## src/common/ectl_map.svh

```systemverilog
`ifndef ECTL_MAP_SVH
`define ECTL_MAP_SVH

// ----------------------------------------
// register offsets (byte addresses)
// ----------------------------------------
`define ECTL_CTRL_OFS        8'h00
`define ECTL_SPDIV_OFS       8'h04
`define ECTL_STAT_OFS        8'h08
`define ECTL_SCNT_OFS        8'h0C

// ----------------------------------------
// control register fields
// ----------------------------------------
`define ECTL_CTRL_SMPL_EN    0
`define ECTL_CTRL_SMPL_RISE  1
`define ECTL_CTRL_TOUT_LVL   2
`define ECTL_CTRL_FILT_EN    3
`define ECTL_CTRL_TIN_FALL   4
`define ECTL_CTRL_TIN_STOP   5
`define ECTL_CTRL_PASS_LSB   6
`define ECTL_CTRL_FAIL_LSB   8
`define ECTL_CTRL_W          10
`define ECTL_CTRL_RST        10'h000

// ----------------------------------------
// samples per division and status
// ----------------------------------------
`define ECTL_SPDIV_W         10
`define ECTL_SPDIV_MIN       10'h00A
`define ECTL_SPDIV_MAX       10'h3E8
`define ECTL_SPDIV_RST       10'h064
`define ECTL_STAT_REJ        8
`define ECTL_STAT_REFUSE     9

// ----------------------------------------
// timing
// ----------------------------------------
`define ECTL_CLK_KHZ         250000
`define ECTL_CLK_MHZ         250
`define ECTL_TPULSE_MS       2
`define ECTL_TPULSE_CYC      (`ECTL_TPULSE_MS * `ECTL_CLK_KHZ)
`define ECTL_TLVL_MIN_US     2
`define ECTL_TLVL_MIN_CYC    (`ECTL_TLVL_MIN_US * `ECTL_CLK_MHZ)
`define ECTL_FILT_MS         2
`define ECTL_FILT_CYC        (`ECTL_FILT_MS * `ECTL_CLK_KHZ)
`define ECTL_TMR_W           20

`endif

```

## src/common/ectl_pkg.sv

```systemverilog
package ectl_pkg;
  typedef enum logic [1:0] {
    stat_judge,
    stat_error,
    stat_busy,
    stat_wait_trig
  } ectl_stat_mode_e;

  typedef enum logic [1:0] {
    tout_idle,
    tout_pulse,
    tout_level
  } ectl_tout_state_e;
endpackage : ectl_pkg

```

## src/verilog/ectl_sync.sv

```systemverilog
`timescale 1ns/1ps
`default_nettype none
module ectl_sync (
  input  wire logic mclk_in,
  input  wire logic nrst_in,
  input  wire logic pin_in,
  output var  logic level_out,
  output logic      rise_out,
  output logic      fall_out
);
  logic meta_ff;
  logic prev_ff;

  // only the second stage looks at meta_ff
  always_ff @(posedge mclk_in or negedge nrst_in) begin
    if (!nrst_in) begin
      meta_ff   <= 1'b1;
      level_out <= 1'b1;
      prev_ff   <= 1'b1;
    end else begin
      meta_ff   <= pin_in;
      level_out <= meta_ff;
      prev_ff   <= level_out;
    end
  end

  assign rise_out = level_out & ~prev_ff;
  assign fall_out = ~level_out & prev_ff;
endmodule : ectl_sync
`default_nettype wire

```

## src/verilog/ectl_timer.sv

```systemverilog
`timescale 1ns/1ps
`default_nettype none
`include "ectl_map.svh"
module ectl_timer (
  input  wire logic                    mclk_in,
  input  wire logic                    nrst_in,
  input  wire logic                    load_in,
  input  wire logic [`ECTL_TMR_W-1:0]  len_in,
  output var  logic                    busy_out
);
  logic [`ECTL_TMR_W-1:0] cnt_ff;

  // busy stays high for exactly len_in cycles after the load
  always_ff @(posedge mclk_in or negedge nrst_in) begin
    if (!nrst_in) begin
      cnt_ff   <= '0;
      busy_out <= 1'b0;
    end else if (load_in) begin
      cnt_ff   <= len_in;
      busy_out <= 1'b1;
    end else if (busy_out) begin
      cnt_ff   <= cnt_ff - 1'b1;
      busy_out <= (cnt_ff != 20'h00001);
    end
  end
endmodule : ectl_timer
`default_nettype wire

```

## src/verilog/ectl_top.sv

```systemverilog
// Chosen here: the register offsets and the address-and-strobe port.
`timescale 1ns/1ps
`default_nettype none
`include "ectl_map.svh"

// Functional notes
// - judge mode: pass output pulls low when the judgment result is pass.
// - judge mode: fail output pulls low when the judgment result is fail.
// - error mode: the output pulls low while the instrument reports an error.
// - busy mode: the output pulls low while external start is not accepted.
// - wait mode: the output pulls low while armed and waiting for trigger.
// - status and trigger outputs are active-low open-drain.
// - status outputs rest high while their condition is not met.
// - external sampling cannot be enabled while real-time saving is on.
// - one sample per selected edge of the sample input, falling by default.
// - samples per division accepted 10 to 1000, default 100, others rejected.
// - numerical calculation monitor is off while external sampling is active.
// - pulse mode: trigger output low for 2 ms after a trigger.
// - level mode: trigger output low until acquisition ends, at least 2 us.
// - trigger output fires during measurement even with no trigger set up.
// - auto-range triggers also fire the trigger output.
// - external trigger input serves as start or stop trigger as configured.
// - external trigger event on the configured rising or falling edge.
// - optional filter needs the trigger level held for an interval, default off.
module ectl_top #(
  parameter logic [`ECTL_TMR_W-1:0] TPULSE_CYC = `ECTL_TMR_W'(`ECTL_TPULSE_CYC),
  parameter logic [`ECTL_TMR_W-1:0] FILT_CYC   = `ECTL_TMR_W'(`ECTL_FILT_CYC)
) (
  input  wire logic        mclk_in,
  input  wire logic        nrst_in,
  input  wire logic [7:0]  addr_in,
  input  wire logic [31:0] wdata_in,
  input  wire logic        wr_in,
  input  wire logic        rd_in,
  output var  logic [31:0] rdata_out,
  input  wire logic        judge_valid_in,
  input  wire logic        judge_pass_in,
  input  wire logic        error_in,
  input  wire logic        busy_in,
  input  wire logic        armed_in,
  input  wire logic        acq_active_in,
  input  wire logic        trig_event_in,
  input  wire logic        autorange_trig_in,
  input  wire logic        realtime_save_in,
  input  wire logic        pass_status_in,
  output var  logic        pass_status_out,
  output var  logic        pass_status_oe_out,
  input  wire logic        fail_status_in,
  output var  logic        fail_status_out,
  output var  logic        fail_status_oe_out,
  input  wire logic        trigger_in,
  output var  logic        trigger_out,
  output var  logic        trigger_oe_out,
  input  wire logic        external_sample_clock_input_in,
  input  wire logic        external_trigger_input_in,
  output var  logic        sample_strobe_out,
  output var  logic        ext_sample_active_out,
  output var  logic        calc_monitor_en_out,
  output var  logic        ext_start_trigger_output,
  output var  logic        ext_stop_trigger_output
);

  // ----------------------------------------
  // helpers
  // ----------------------------------------
  function automatic logic stat_cond(input ectl_pkg::ectl_stat_mode_e mode,
                                     input logic judge_hit);
    case (mode)
      ectl_pkg::stat_judge:     stat_cond = judge_hit;
      ectl_pkg::stat_error:     stat_cond = error_in;
      ectl_pkg::stat_busy:      stat_cond = busy_in;
      ectl_pkg::stat_wait_trig: stat_cond = armed_in;
      default:                  stat_cond = 1'b0;
    endcase
  endfunction : stat_cond

  function automatic logic hit(input logic [7:0] ofs);
    hit = (addr_in == ofs);
  endfunction : hit

  // ----------------------------------------
  // registers
  // ----------------------------------------
  logic [`ECTL_CTRL_W-1:0]  ctrl_ff;
  logic [`ECTL_SPDIV_W-1:0] spdiv_ff;
  logic                     rej_ff;
  logic                     refuse_ff;
  logic [31:0]              scnt_ff;
  logic [`ECTL_SPDIV_W-1:0] wr_spdiv;
  logic                     wr_ctrl;
  logic                     wr_spdiv_ok;
  logic                     smpl_refused;

  ectl_pkg::ectl_stat_mode_e pass_mode;
  ectl_pkg::ectl_stat_mode_e fail_mode;

  assign pass_mode    = ectl_pkg::ectl_stat_mode_e'(ctrl_ff[`ECTL_CTRL_PASS_LSB +: 2]);
  assign fail_mode    = ectl_pkg::ectl_stat_mode_e'(ctrl_ff[`ECTL_CTRL_FAIL_LSB +: 2]);
  assign wr_ctrl      = wr_in & hit(`ECTL_CTRL_OFS);
  assign wr_spdiv     = wdata_in[`ECTL_SPDIV_W-1:0];
  assign wr_spdiv_ok  = (wdata_in[31:`ECTL_SPDIV_W] == '0) && (wr_spdiv >= `ECTL_SPDIV_MIN)
                        && (wr_spdiv <= `ECTL_SPDIV_MAX);
  assign smpl_refused = wr_ctrl & wdata_in[`ECTL_CTRL_SMPL_EN] & realtime_save_in;

  always_ff @(posedge mclk_in or negedge nrst_in) begin
    if (!nrst_in) begin
      ctrl_ff <= `ECTL_CTRL_RST;
    end else if (wr_ctrl) begin
      ctrl_ff <= wdata_in[`ECTL_CTRL_W-1:0];
      ctrl_ff[`ECTL_CTRL_SMPL_EN] <= wdata_in[`ECTL_CTRL_SMPL_EN] & ~realtime_save_in;
    end
  end

  // out-of-range values leave the old setting in place
  always_ff @(posedge mclk_in or negedge nrst_in) begin
    if (!nrst_in) begin
      spdiv_ff <= `ECTL_SPDIV_RST;
    end else if (wr_in && hit(`ECTL_SPDIV_OFS) && wr_spdiv_ok) begin
      spdiv_ff <= wr_spdiv;
    end
  end

  // sticky flags: a new event beats a clearing write in the same cycle
  always_ff @(posedge mclk_in or negedge nrst_in) begin
    if (!nrst_in) begin
      rej_ff    <= 1'b0;
      refuse_ff <= 1'b0;
    end else begin
      if (wr_in && hit(`ECTL_SPDIV_OFS) && !wr_spdiv_ok) begin
        rej_ff <= 1'b1;
      end else if (wr_in && hit(`ECTL_STAT_OFS) && wdata_in[`ECTL_STAT_REJ]) begin
        rej_ff <= 1'b0;
      end
      if (smpl_refused) begin
        refuse_ff <= 1'b1;
      end else if (wr_in && hit(`ECTL_STAT_OFS) && wdata_in[`ECTL_STAT_REFUSE]) begin
        refuse_ff <= 1'b0;
      end
    end
  end

  // ----------------------------------------
  // external sampling
  // ----------------------------------------
  logic smpl_level;
  logic smpl_rise;
  logic smpl_fall;
  logic smpl_edge;
  logic smpl_active;

  ectl_sync u_smpl_sync (
    .mclk_in   (mclk_in),
    .nrst_in   (nrst_in),
    .pin_in    (external_sample_clock_input_in),
    .level_out (smpl_level),
    .rise_out  (smpl_rise),
    .fall_out  (smpl_fall)
  );

  // saving switched on later also stops sampling at once
  assign smpl_active = ctrl_ff[`ECTL_CTRL_SMPL_EN] & ~realtime_save_in;
  assign smpl_edge   = ctrl_ff[`ECTL_CTRL_SMPL_RISE] ? smpl_rise : smpl_fall;

  always_ff @(posedge mclk_in or negedge nrst_in) begin
    if (!nrst_in) begin
      sample_strobe_out     <= 1'b0;
      ext_sample_active_out <= 1'b0;
      calc_monitor_en_out   <= 1'b1;
    end else begin
      sample_strobe_out     <= smpl_active & smpl_edge;
      ext_sample_active_out <= smpl_active;
      calc_monitor_en_out   <= ~smpl_active;
    end
  end

  // every sample strobe counts one point, so N points need N edges
  always_ff @(posedge mclk_in or negedge nrst_in) begin
    if (!nrst_in) begin
      scnt_ff <= '0;
    end else if (wr_in && hit(`ECTL_SCNT_OFS)) begin
      scnt_ff <= '0;
    end else if (sample_strobe_out) begin
      scnt_ff <= scnt_ff + 32'h00000001;
    end
  end

  // ----------------------------------------
  // status outputs
  // ----------------------------------------
  always_ff @(posedge mclk_in or negedge nrst_in) begin
    if (!nrst_in) begin
      pass_status_oe_out <= 1'b0;
      fail_status_oe_out <= 1'b0;
    end else begin
      pass_status_oe_out <= stat_cond(pass_mode, judge_valid_in & judge_pass_in);
      fail_status_oe_out <= stat_cond(fail_mode, judge_valid_in & ~judge_pass_in);
    end
  end

  // open drain: the data bit is always low, only the enable moves
  always_ff @(posedge mclk_in or negedge nrst_in) begin
    if (!nrst_in) begin
      pass_status_out <= 1'b0;
      fail_status_out <= 1'b0;
      trigger_out     <= 1'b0;
    end else begin
      pass_status_out <= 1'b0;
      fail_status_out <= 1'b0;
      trigger_out     <= 1'b0;
    end
  end

  // ----------------------------------------
  // trigger output
  // ----------------------------------------
  ectl_pkg::ectl_tout_state_e tout_ff;
  ectl_pkg::ectl_tout_state_e nxt_tout;
  logic                       tout_fire;
  logic                       tmr_load;
  logic                       tmr_busy;
  logic [`ECTL_TMR_W-1:0]     tmr_len;

  assign tout_fire = trig_event_in | autorange_trig_in;
  assign tmr_load  = (tout_ff == ectl_pkg::tout_idle) & tout_fire;
  assign tmr_len   = ctrl_ff[`ECTL_CTRL_TOUT_LVL] ? `ECTL_TMR_W'(`ECTL_TLVL_MIN_CYC) : TPULSE_CYC;

  ectl_timer u_tout_timer (
    .mclk_in  (mclk_in),
    .nrst_in  (nrst_in),
    .load_in  (tmr_load),
    .len_in   (tmr_len),
    .busy_out (tmr_busy)
  );

  always_comb begin
    nxt_tout = tout_ff;
    case (tout_ff)
      ectl_pkg::tout_idle: begin
        if (tout_fire) begin
          nxt_tout = ctrl_ff[`ECTL_CTRL_TOUT_LVL] ? ectl_pkg::tout_level : ectl_pkg::tout_pulse;
        end
      end
      ectl_pkg::tout_pulse: begin
        if (!tmr_busy) begin
          nxt_tout = ectl_pkg::tout_idle;
        end
      end
      // held for acquisition, never shorter than the minimum
      ectl_pkg::tout_level: begin
        if (!tmr_busy && !acq_active_in) begin
          nxt_tout = ectl_pkg::tout_idle;
        end
      end
      default: nxt_tout = ectl_pkg::tout_idle;
    endcase
  end

  always_ff @(posedge mclk_in or negedge nrst_in) begin
    if (!nrst_in) begin
      tout_ff        <= ectl_pkg::tout_idle;
      trigger_oe_out <= 1'b0;
    end else begin
      tout_ff        <= nxt_tout;
      trigger_oe_out <= (nxt_tout != ectl_pkg::tout_idle);
    end
  end

  // ----------------------------------------
  // external trigger input
  // ----------------------------------------
  logic                   tin_level;
  logic                   tin_rise;
  logic                   tin_fall;
  logic                   filt_ff;
  logic                   filt_prev_ff;
  logic [`ECTL_TMR_W-1:0] filt_cnt_ff;
  logic                   tin_edge;
  logic                   filt_edge;

  ectl_sync u_tin_sync (
    .mclk_in   (mclk_in),
    .nrst_in   (nrst_in),
    .pin_in    (external_trigger_input_in),
    .level_out (tin_level),
    .rise_out  (tin_rise),
    .fall_out  (tin_fall)
  );

  // a new level is taken only once it has stood for the whole interval
  always_ff @(posedge mclk_in or negedge nrst_in) begin
    if (!nrst_in) begin
      filt_ff     <= 1'b1;
      filt_cnt_ff <= '0;
    end else if (tin_level == filt_ff) begin
      filt_cnt_ff <= '0;
    end else if (filt_cnt_ff == FILT_CYC - 1'b1) begin
      filt_ff     <= tin_level;
      filt_cnt_ff <= '0;
    end else begin
      filt_cnt_ff <= filt_cnt_ff + 1'b1;
    end
  end

  always_ff @(posedge mclk_in or negedge nrst_in) begin
    if (!nrst_in) begin
      filt_prev_ff <= 1'b1;
    end else begin
      filt_prev_ff <= filt_ff;
    end
  end

  assign filt_edge = ctrl_ff[`ECTL_CTRL_TIN_FALL] ? (filt_prev_ff & ~filt_ff) : (~filt_prev_ff & filt_ff);
  assign tin_edge  = ctrl_ff[`ECTL_CTRL_FILT_EN] ? filt_edge
                   : (ctrl_ff[`ECTL_CTRL_TIN_FALL] ? tin_fall : tin_rise);

  always_ff @(posedge mclk_in or negedge nrst_in) begin
    if (!nrst_in) begin
      ext_start_trigger_output <= 1'b0;
      ext_stop_trigger_output  <= 1'b0;
    end else begin
      ext_start_trigger_output <= tin_edge & ~ctrl_ff[`ECTL_CTRL_TIN_STOP];
      ext_stop_trigger_output  <= tin_edge & ctrl_ff[`ECTL_CTRL_TIN_STOP];
    end
  end

  // ----------------------------------------
  // read port
  // ----------------------------------------
  always_ff @(posedge mclk_in or negedge nrst_in) begin
    if (!nrst_in) begin
      rdata_out <= '0;
    end else if (rd_in) begin
      case (addr_in)
        `ECTL_CTRL_OFS:  rdata_out <= {22'h000000, ctrl_ff};
        `ECTL_SPDIV_OFS: rdata_out <= {22'h000000, spdiv_ff};
        `ECTL_STAT_OFS:  rdata_out <= {22'h000000, refuse_ff, rej_ff, 1'b0, trigger_in,
                                       fail_status_in, pass_status_in, filt_ff, trigger_oe_out,
                                       calc_monitor_en_out, ext_sample_active_out};
        `ECTL_SCNT_OFS:  rdata_out <= scnt_ff;
        default:         rdata_out <= '0;
      endcase
    end else begin
      rdata_out <= '0;
    end
  end

  // ----------------------------------------
  // checks
  // ----------------------------------------
  logic [`ECTL_TMR_W-1:0] low_len_ff;
  logic                   lvl_run_ff;

  always_ff @(posedge mclk_in or negedge nrst_in) begin
    if (!nrst_in) begin
      low_len_ff <= '0;
      lvl_run_ff <= 1'b0;
    end else if (trigger_oe_out) begin
      low_len_ff <= low_len_ff + 1'b1;
    end else begin
      low_len_ff <= '0;
      lvl_run_ff <= ctrl_ff[`ECTL_CTRL_TOUT_LVL];
    end
  end
endmodule : ectl_top
`default_nettype wire

```

## config.mk

```make
export PLATFORM = sky130hd
export DESIGN_NAME = ectl_top
export DESIGN_NICKNAME = d
export VERILOG_FILES = /design/src/common/ectl_pkg.sv /design/src/verilog/ectl_sync.sv /design/src/verilog/ectl_timer.sv /design/src/verilog/ectl_top.sv
export VERILOG_INCLUDE_DIRS = /design/src /design/src/common
export SDC_FILE = /design/constraint.sdc
export NUM_CORES = 1
export LEC_CHECK = 0
export ABC_CLOCK_PERIOD_IN_PS = 6400
export BUFFER_PORTS_ARGS = -buffer_cell sky130_fd_sc_hd__buf_2
export CAP_MARGIN = 20
export CORE_MARGIN = 10
export CORE_UTILIZATION = 61
export CTS_CLUSTER_SIZE = 16
export DETAILED_ROUTE_END_ITERATION = 10
export PLACE_DENSITY = 0.85
export SLEW_MARGIN = 20
export SYNTH_ARGS = -nofsm -noshare
export SYNTH_HDL_FRONTEND = slang
export SYNTH_SLANG_ARGS = --single-unit
```

## constraint.sdc

```tcl
create_clock -name mclk_in -period 6.4 [get_ports mclk_in]
set_input_delay 1.92 -clock mclk_in [delete_from_list [all_inputs] [get_ports mclk_in]]
set_output_delay 1.92 -clock mclk_in [all_outputs]
set_load 0.05 [all_outputs]
```

## Yosys cells after proc, flatten, opt, wreduce, memory -nomap -nowiden

Index checks and enable logic that the tools add are counted.
W data, S select, Z words.

- Bits in registers: 145
- Input port bits: 58
- Output and inout port bits: 43
- Logic and storage cells: 124

- $add $sub $neg: 3
- Magnitude comparators: 2
- Eq/ne operators: 14
- Mux-type cells: 26
- Bitwise operators: 29
- Reductions and logical operators: 24

Operators with widths:

| cell | count |
|---|---|
| $pmux W32 S4 | 1 |
| $mux W32 | 3 |
| $mux W20 | 4 |
| $add A32 B1 Y32 const B | 1 |
| $logic_not A22 Y1 | 1 |
| $add A20 B1 Y20 const B | 1 |
| $eq A20 B19 Y1 const B | 1 |
| $ne A20 B1 Y1 const B | 1 |
| $sub A20 B1 Y20 const B | 1 |
| $mux W19 | 1 |
| $and A1 B1 Y1 | 17 |
| $eq A8 B4 Y1 const B | 2 |
| $not A1 Y1 | 11 |
| $eq A2 B2 Y1 const B | 5 |
| $ge A10 B4 Y1 const B | 1 |
| $le A10 B10 Y1 const B | 1 |
| $logic_and A1 B1 Y1 | 10 |
| $mux W1 | 10 |
| $reduce_bool A2 Y1 | 5 |
| $eq A8 B3 Y1 const B | 1 |
| $logic_not A8 Y1 | 1 |
| $mux W2 | 4 |
| $pmux W1 S4 | 2 |
| $eq A2 B1 Y1 const B | 3 |
| 6 further kinds | 10 |

## Longest topological paths before layout

- Depth in word-level cells: 6
- Gate-level depth with buffers: 7
- Depth with buffers taken out: 7

## Cells and area by module

Synthesis repeated with hierarchy kept, for this count alone.

- Cell total of the unflattened synthesis: 636
- Area, all modules: 6930.4 um2

By module, submodules not included:

| module | times used | cells each | area each (um2) | seq. area each (um2) |
|---|---|---|---|---|
| ectl_top | 1 | 490 | 5484.0 | 2960.3 |
| ectl_timer | 1 | 136 | 1258.7 | 525.5 |
| ectl_sync | 2 | 5 | 93.8 | 78.8 |

## Worst setup path after synthesis

OpenSTA, ideal clock, no wires.

- Kind: input -> register
- From: input addr_in[1]
- To: register ctrl_ff[3]
- Library setup time: 0.125 ns
- Arrival: 3.445 ns
- Required time: 6.275 ns
- Setup slack: 2.830 ns
- Stages: 5
- Path buffers: 1
- Path through: nor4_1 > nand3_1 > nor3_1 > clkbuf_1 > mux2_2

- Longest elaborated chain between the ends: 2

RTL lines:

| element | RTL line | RTL |
|---|---|---|
| from (decl) | ectl_top.sv:31 | `input wire logic [7:0] addr_in,` |
| $logic_not A8 Y1 | ectl_top.sv:78 | `hit = (addr_in == ofs);` |
| $and A1 B1 Y1 | ectl_top.sv:99 | `` assign wr_ctrl = wr_in & hit(`ECTL_CTRL_OFS); `` |
| to (signal assigned) | ectl_top.sv:107 | `` ctrl_ff <= `ECTL_CTRL_RST; `` |
| to (signal assigned) | ectl_top.sv:109 | `` ctrl_ff <= wdata_in[`ECTL_CTRL_W-1:0]; `` |
| to (signal, indexed assignment) | ectl_top.sv:110 | `` ctrl_ff[`ECTL_CTRL_SMPL_EN] <= wdata_in[`ECTL_CTRL_SMPL_EN] & ~realtime_save_in; `` |
| to (decl) | ectl_top.sv:84 | `` logic [`ECTL_CTRL_W-1:0] ctrl_ff; `` |

No other way between the ends.
A chain may end at the register's enable or synchronous reset.

## Worst setup path in the final report

- From: input wdata_in[0]
- To: register spdiv_ff[8]

- Longest elaborated chain between the ends: 4
- Elaborated cells between the ends (all ways): 5
- Classes of those cells: order compare: 2; reduce/logical: 3

RTL lines:

| element | RTL line | RTL |
|---|---|---|
| from (decl) | ectl_top.sv:32 | `input wire logic [31:0] wdata_in,` |
| $ge A10 B4 Y1 (no line) | - |  |
| $logic_and A1 B1 Y1 | ectl_top.sv:101 | `` assign wr_spdiv_ok = (wdata_in[31:`ECTL_SPDIV_W] == '0) && (wr_spdiv >= `ECTL_SPDIV_MIN) `` |
| $logic_and A1 B1 Y1 (*) | ectl_top.sv:101 |  |
| $logic_and A1 B1 Y1 (*) | ectl_top.sv:118 | `` end else if (wr_in && hit(`ECTL_SPDIV_OFS) && wr_spdiv_ok) begin `` |
| to (signal assigned) | ectl_top.sv:117 | `` spdiv_ff <= `ECTL_SPDIV_RST; `` |
| to (signal assigned) | ectl_top.sv:119 | `spdiv_ff <= wr_spdiv;` |
| to (decl) | ectl_top.sv:85 | `` logic [`ECTL_SPDIV_W-1:0] spdiv_ff; `` |

Every way passes the cells marked *; elsewhere a longest branch is shown, timed or not.

==> results by group <==
Timing
  • Tcrit/Tclk final: 0.5649
  • Final worst slack: around 2.8 ns
  • RSZ-0062 raised after global routing: no
  • Endpoints failing setup: 0
  • Slew margin rel.: 0.3226
  • Max frequency: roughly 0.28 GHz
  • Crit path time final: 3.616 ns
  • Setup TNS: 0 ns
  • Slew Viols, Final: 0
  • Slew @ Worst Pin: 1.008 ns
  • Clock Skew: 0.01262 ns
  • Final hold vios: 0

Setup path
  • Startpoint Class: input port
  • Worst reg2reg startpoint: u_tout_timer.cnt_ff[8]
  • Crit-path max cell delay: 0.70 ns
  • R2R Setup Slk: about 4.2 ns
  • Slowest-stage cell, CP: a2111oi_0
  • Worst R2R Path Depth: 5
  • CP arrival: 4.03 ns
  • Type of destination of the critical path: flop
  • Critical-path maximum fanout: 10
  • WS Path Type: input port to flop
  • Worst path required time: 6.81 ns
  • Worst flop-to-flop path endpoint: u_tout_timer.busy_out
  • Critical path's top delay family: simple AND/OR/NAND/NOR gates
  • CP Buf/Inv Count: 1
  • Critical-path cell list: buf_2 > nor4_1 > nor3_1 > a2111oi_0 > nand2_1 > mux2_2

Power and ir drop
  • Power density over cell area: 337.9 nW/µm²
  • Worst vdd ir: 176.8 µV
  • P_leak: 3.450 nW
  • Total chip power: 2.593 mW

Yosys
  • Synthesized area: roughly 6500 µm²
  • Synth Flop Type: dfrtp_1
  • Flop and latch count out of synthesis: 145
  • Post-synthesis sequential area ratio: 0.5597
  • Synthesized area per cell: 11.26 µm²
  • Top cell type's share of synthesized area: 0.5112
  • Leading area contributor after synthesis: dfrtp_1
  • Post-synthesis instance total: 578
  • Number of synthesized flops with an enable pin: 0
  • Netlist cell types: 50
  • Top post-synthesis cells by area: dfrtp_1 (51%), dfstp_2 (4.8%), nor2_1 (4.8%)
  • Asr flop ratio synth: 1.000
  • Syn. warnings: 0

Die
  • Placeable Area: slightly above 10000 µm²
  • Chip Width: 123.3 µm
  • Die ar.: about 15000 µm²
  • Io pins: roughly 100
  • Die Span Y: 123.3 µm
  • Cell row count: 37
  • Initial Util: 0.6278

Clock tree
  • Clock buffer depth: 2
  • Htree depth: 4
  • Clk_lat worst skew: 0.54 ns
  • Post-CTS setup buffer count: 0
  • Clk pin slew, worst setup/hold paths: 0.06 ns
  • Clk sinks: about 150
  • CTS tree: yes
  • CTS root buffer: clkbuf_8
  • Post-CTS sizing: 0
  • Total CTS buffers: 17
  • Post-CTS Hold Fix Bufs: 0

Finish
  • Most common cell after layout, fill and taps aside: dfrtp_1
  • Layout cells sized above 1: 0.2733
  • Nets@finish: 737
  • Post-route cell area: 7674 µm²
  • # fillers: 683
  • P&R area growth vs syn: 17.87%
  • Most frequent cells in the layout: dfrtp_1 (133), buf_2 (96), nor2_1 (82), xor2_1 (36), xnor2_1 (30)
  • ANT cells: 0

GRT
  • Initial antenna violation count: 0
  • Vias in the first global route: approximately 5100
  • Gr usage total: 0.2056
  • Largest net degree at the start of global routing: a little over 90
  • Grt ovf: 0
  • First-pass GRT wire length: 24580 µm

Detailed routing
  • WL final: 15220 µm
  • 1st-iter DRT viols: 361
  • Total number of vias: 4874
  • DR vias/cell: around 5.9
  • DR pass1 iterations: 5
  • Drt wl/cell: 18.47 µm
  • # DRC: 0
  • Antenna-violating nets left: 0

Hold path
  • Hold EP: u_tin_sync.level_out
  • Worst Hold Class: flop to flop
  • Worst hold stages: 0
  • Worst hold path startpoint: u_tin_sync.meta_ff

Placement
  • Worst slack, placed: between 2 and 2.5 ns
  • Post-detailed-placement half-perimeter wirelength: roughly 10000 µm
  • Buffers on Ports: 97
  • DP Area: 7098 µm²
  • GP Congestion: 0.7907

Run status
  • Status: finished, final reports clean

Run
  • Max-cap violations: 0
Yosys cell counts (4+ instances only):
| master | instances |
|---|---|
| xnor2_1 | 30 |
| o21ai_0 | 9 |
| nor2_1 | 84 |
| mux4_2 | 10 |
| a21oi_1 | 16 |
| nand4_1 | 19 |
| nand3_1 | 25 |
| ha_1 | 4 |
| dfrtp_1 | 133 |
| nor2b_1 | 10 |
| or3_1 | 5 |
| and2_1 | 25 |
| inv_1 | 8 |
| nor3_1 | 18 |
| clkbuf_1 | 18 |
| nand2_1 | 26 |
| xor2_1 | 36 |
| mux2_2 | 19 |
| nor4_1 | 14 |
| and4_1 | 6 |
| dfstp_2 | 12 |
| and3_1 | 8 |
how the worst max path moves through the flow:
stage                     start             to  cells after the start
global placement    wdata_in[0]    spdiv_ff[1]                      6
floorplan            addr_in[1]     ctrl_ff[3]                      5
global route        wdata_in[0]    spdiv_ff[9]                      6
detailed placement  wdata_in[0]    spdiv_ff[0]                      6
CTS                  addr_in[1]  rdata_out[22]                      5
finish              wdata_in[0]    spdiv_ff[8]                      6
metrics by stage:
stage | hold slack (ns) | std cells | utilization
6_report | 0.3582 | 824 | 0.7400
5_1_grt | 0.3645 | 824 | 0.7400
4_1_cts | 0.3583 | 824 | 0.7393
3_5_place_dp | 0.3485 | 792 | 0.6845
3_3_place_gp | 0.3474 | 792 | 0.6835
2_1_floorplan | 0.3452 | 580 | -
logic make-up after synthesis:
group,after synthesis,share of synthesized area
and+or+nand+nor,261,0.2149
DFF,145,0.5597
buffers and inverters,32,0.02249
AOI/OAI and AO/OA,37,0.03383
xor gates and xnor gates,66,0.08879
other,1,0.0005760
adders and majority gates,4,0.007688
muxes,32,0.07208
flip-flops by register name, indices dropped and copies added, names as in the netlist, 2 cells and up:
signal / cells
ctrl_ff: 10
filt_cnt_ff: 20
rdata_out: 32
scnt_ff: 32
spdiv_ff: 10
tout_ff: 2
u_tout_timer.cnt_ff: 20
metal layers:
layer,up-vias,global-route usage,share of wire
met1,2465,0.2370,0.39
li1,2196,-,-
met4,0,0.08588,0.020
met5,-,0,0
met3,24,0.05880,0.069
met2,189,0.3525,0.52
layout make-up:
type | instances | area [µm²] | area share
flip-flops and latches | 145 | 3643 | 0.4748
clock buffers | 18 | 427.9 | 0.05576
inverters | 8 | 30.03 | 0.003913
multi-input cells | 403 | 2748 | 0.3581
clock inverters | 14 | 140.1 | 0.01826
repair buffers | 100 | 514.2 | 0.06701
well taps | 136 | 170.2 | 0.02218
power by group:
| part | leakage [nW] | internal, mW | switching, mW |
|---|---|---|---|
| Combinational | 1.38 | 0.182 | 0.280 |
| Clock | 0.282 | 0.539 | 0.407 |
| Sequential | 1.79 | 1.04 | 0.147 |
| Total | 3.45 | 1.76 | 0.834 |
Power figures use the tool's default switching activity.
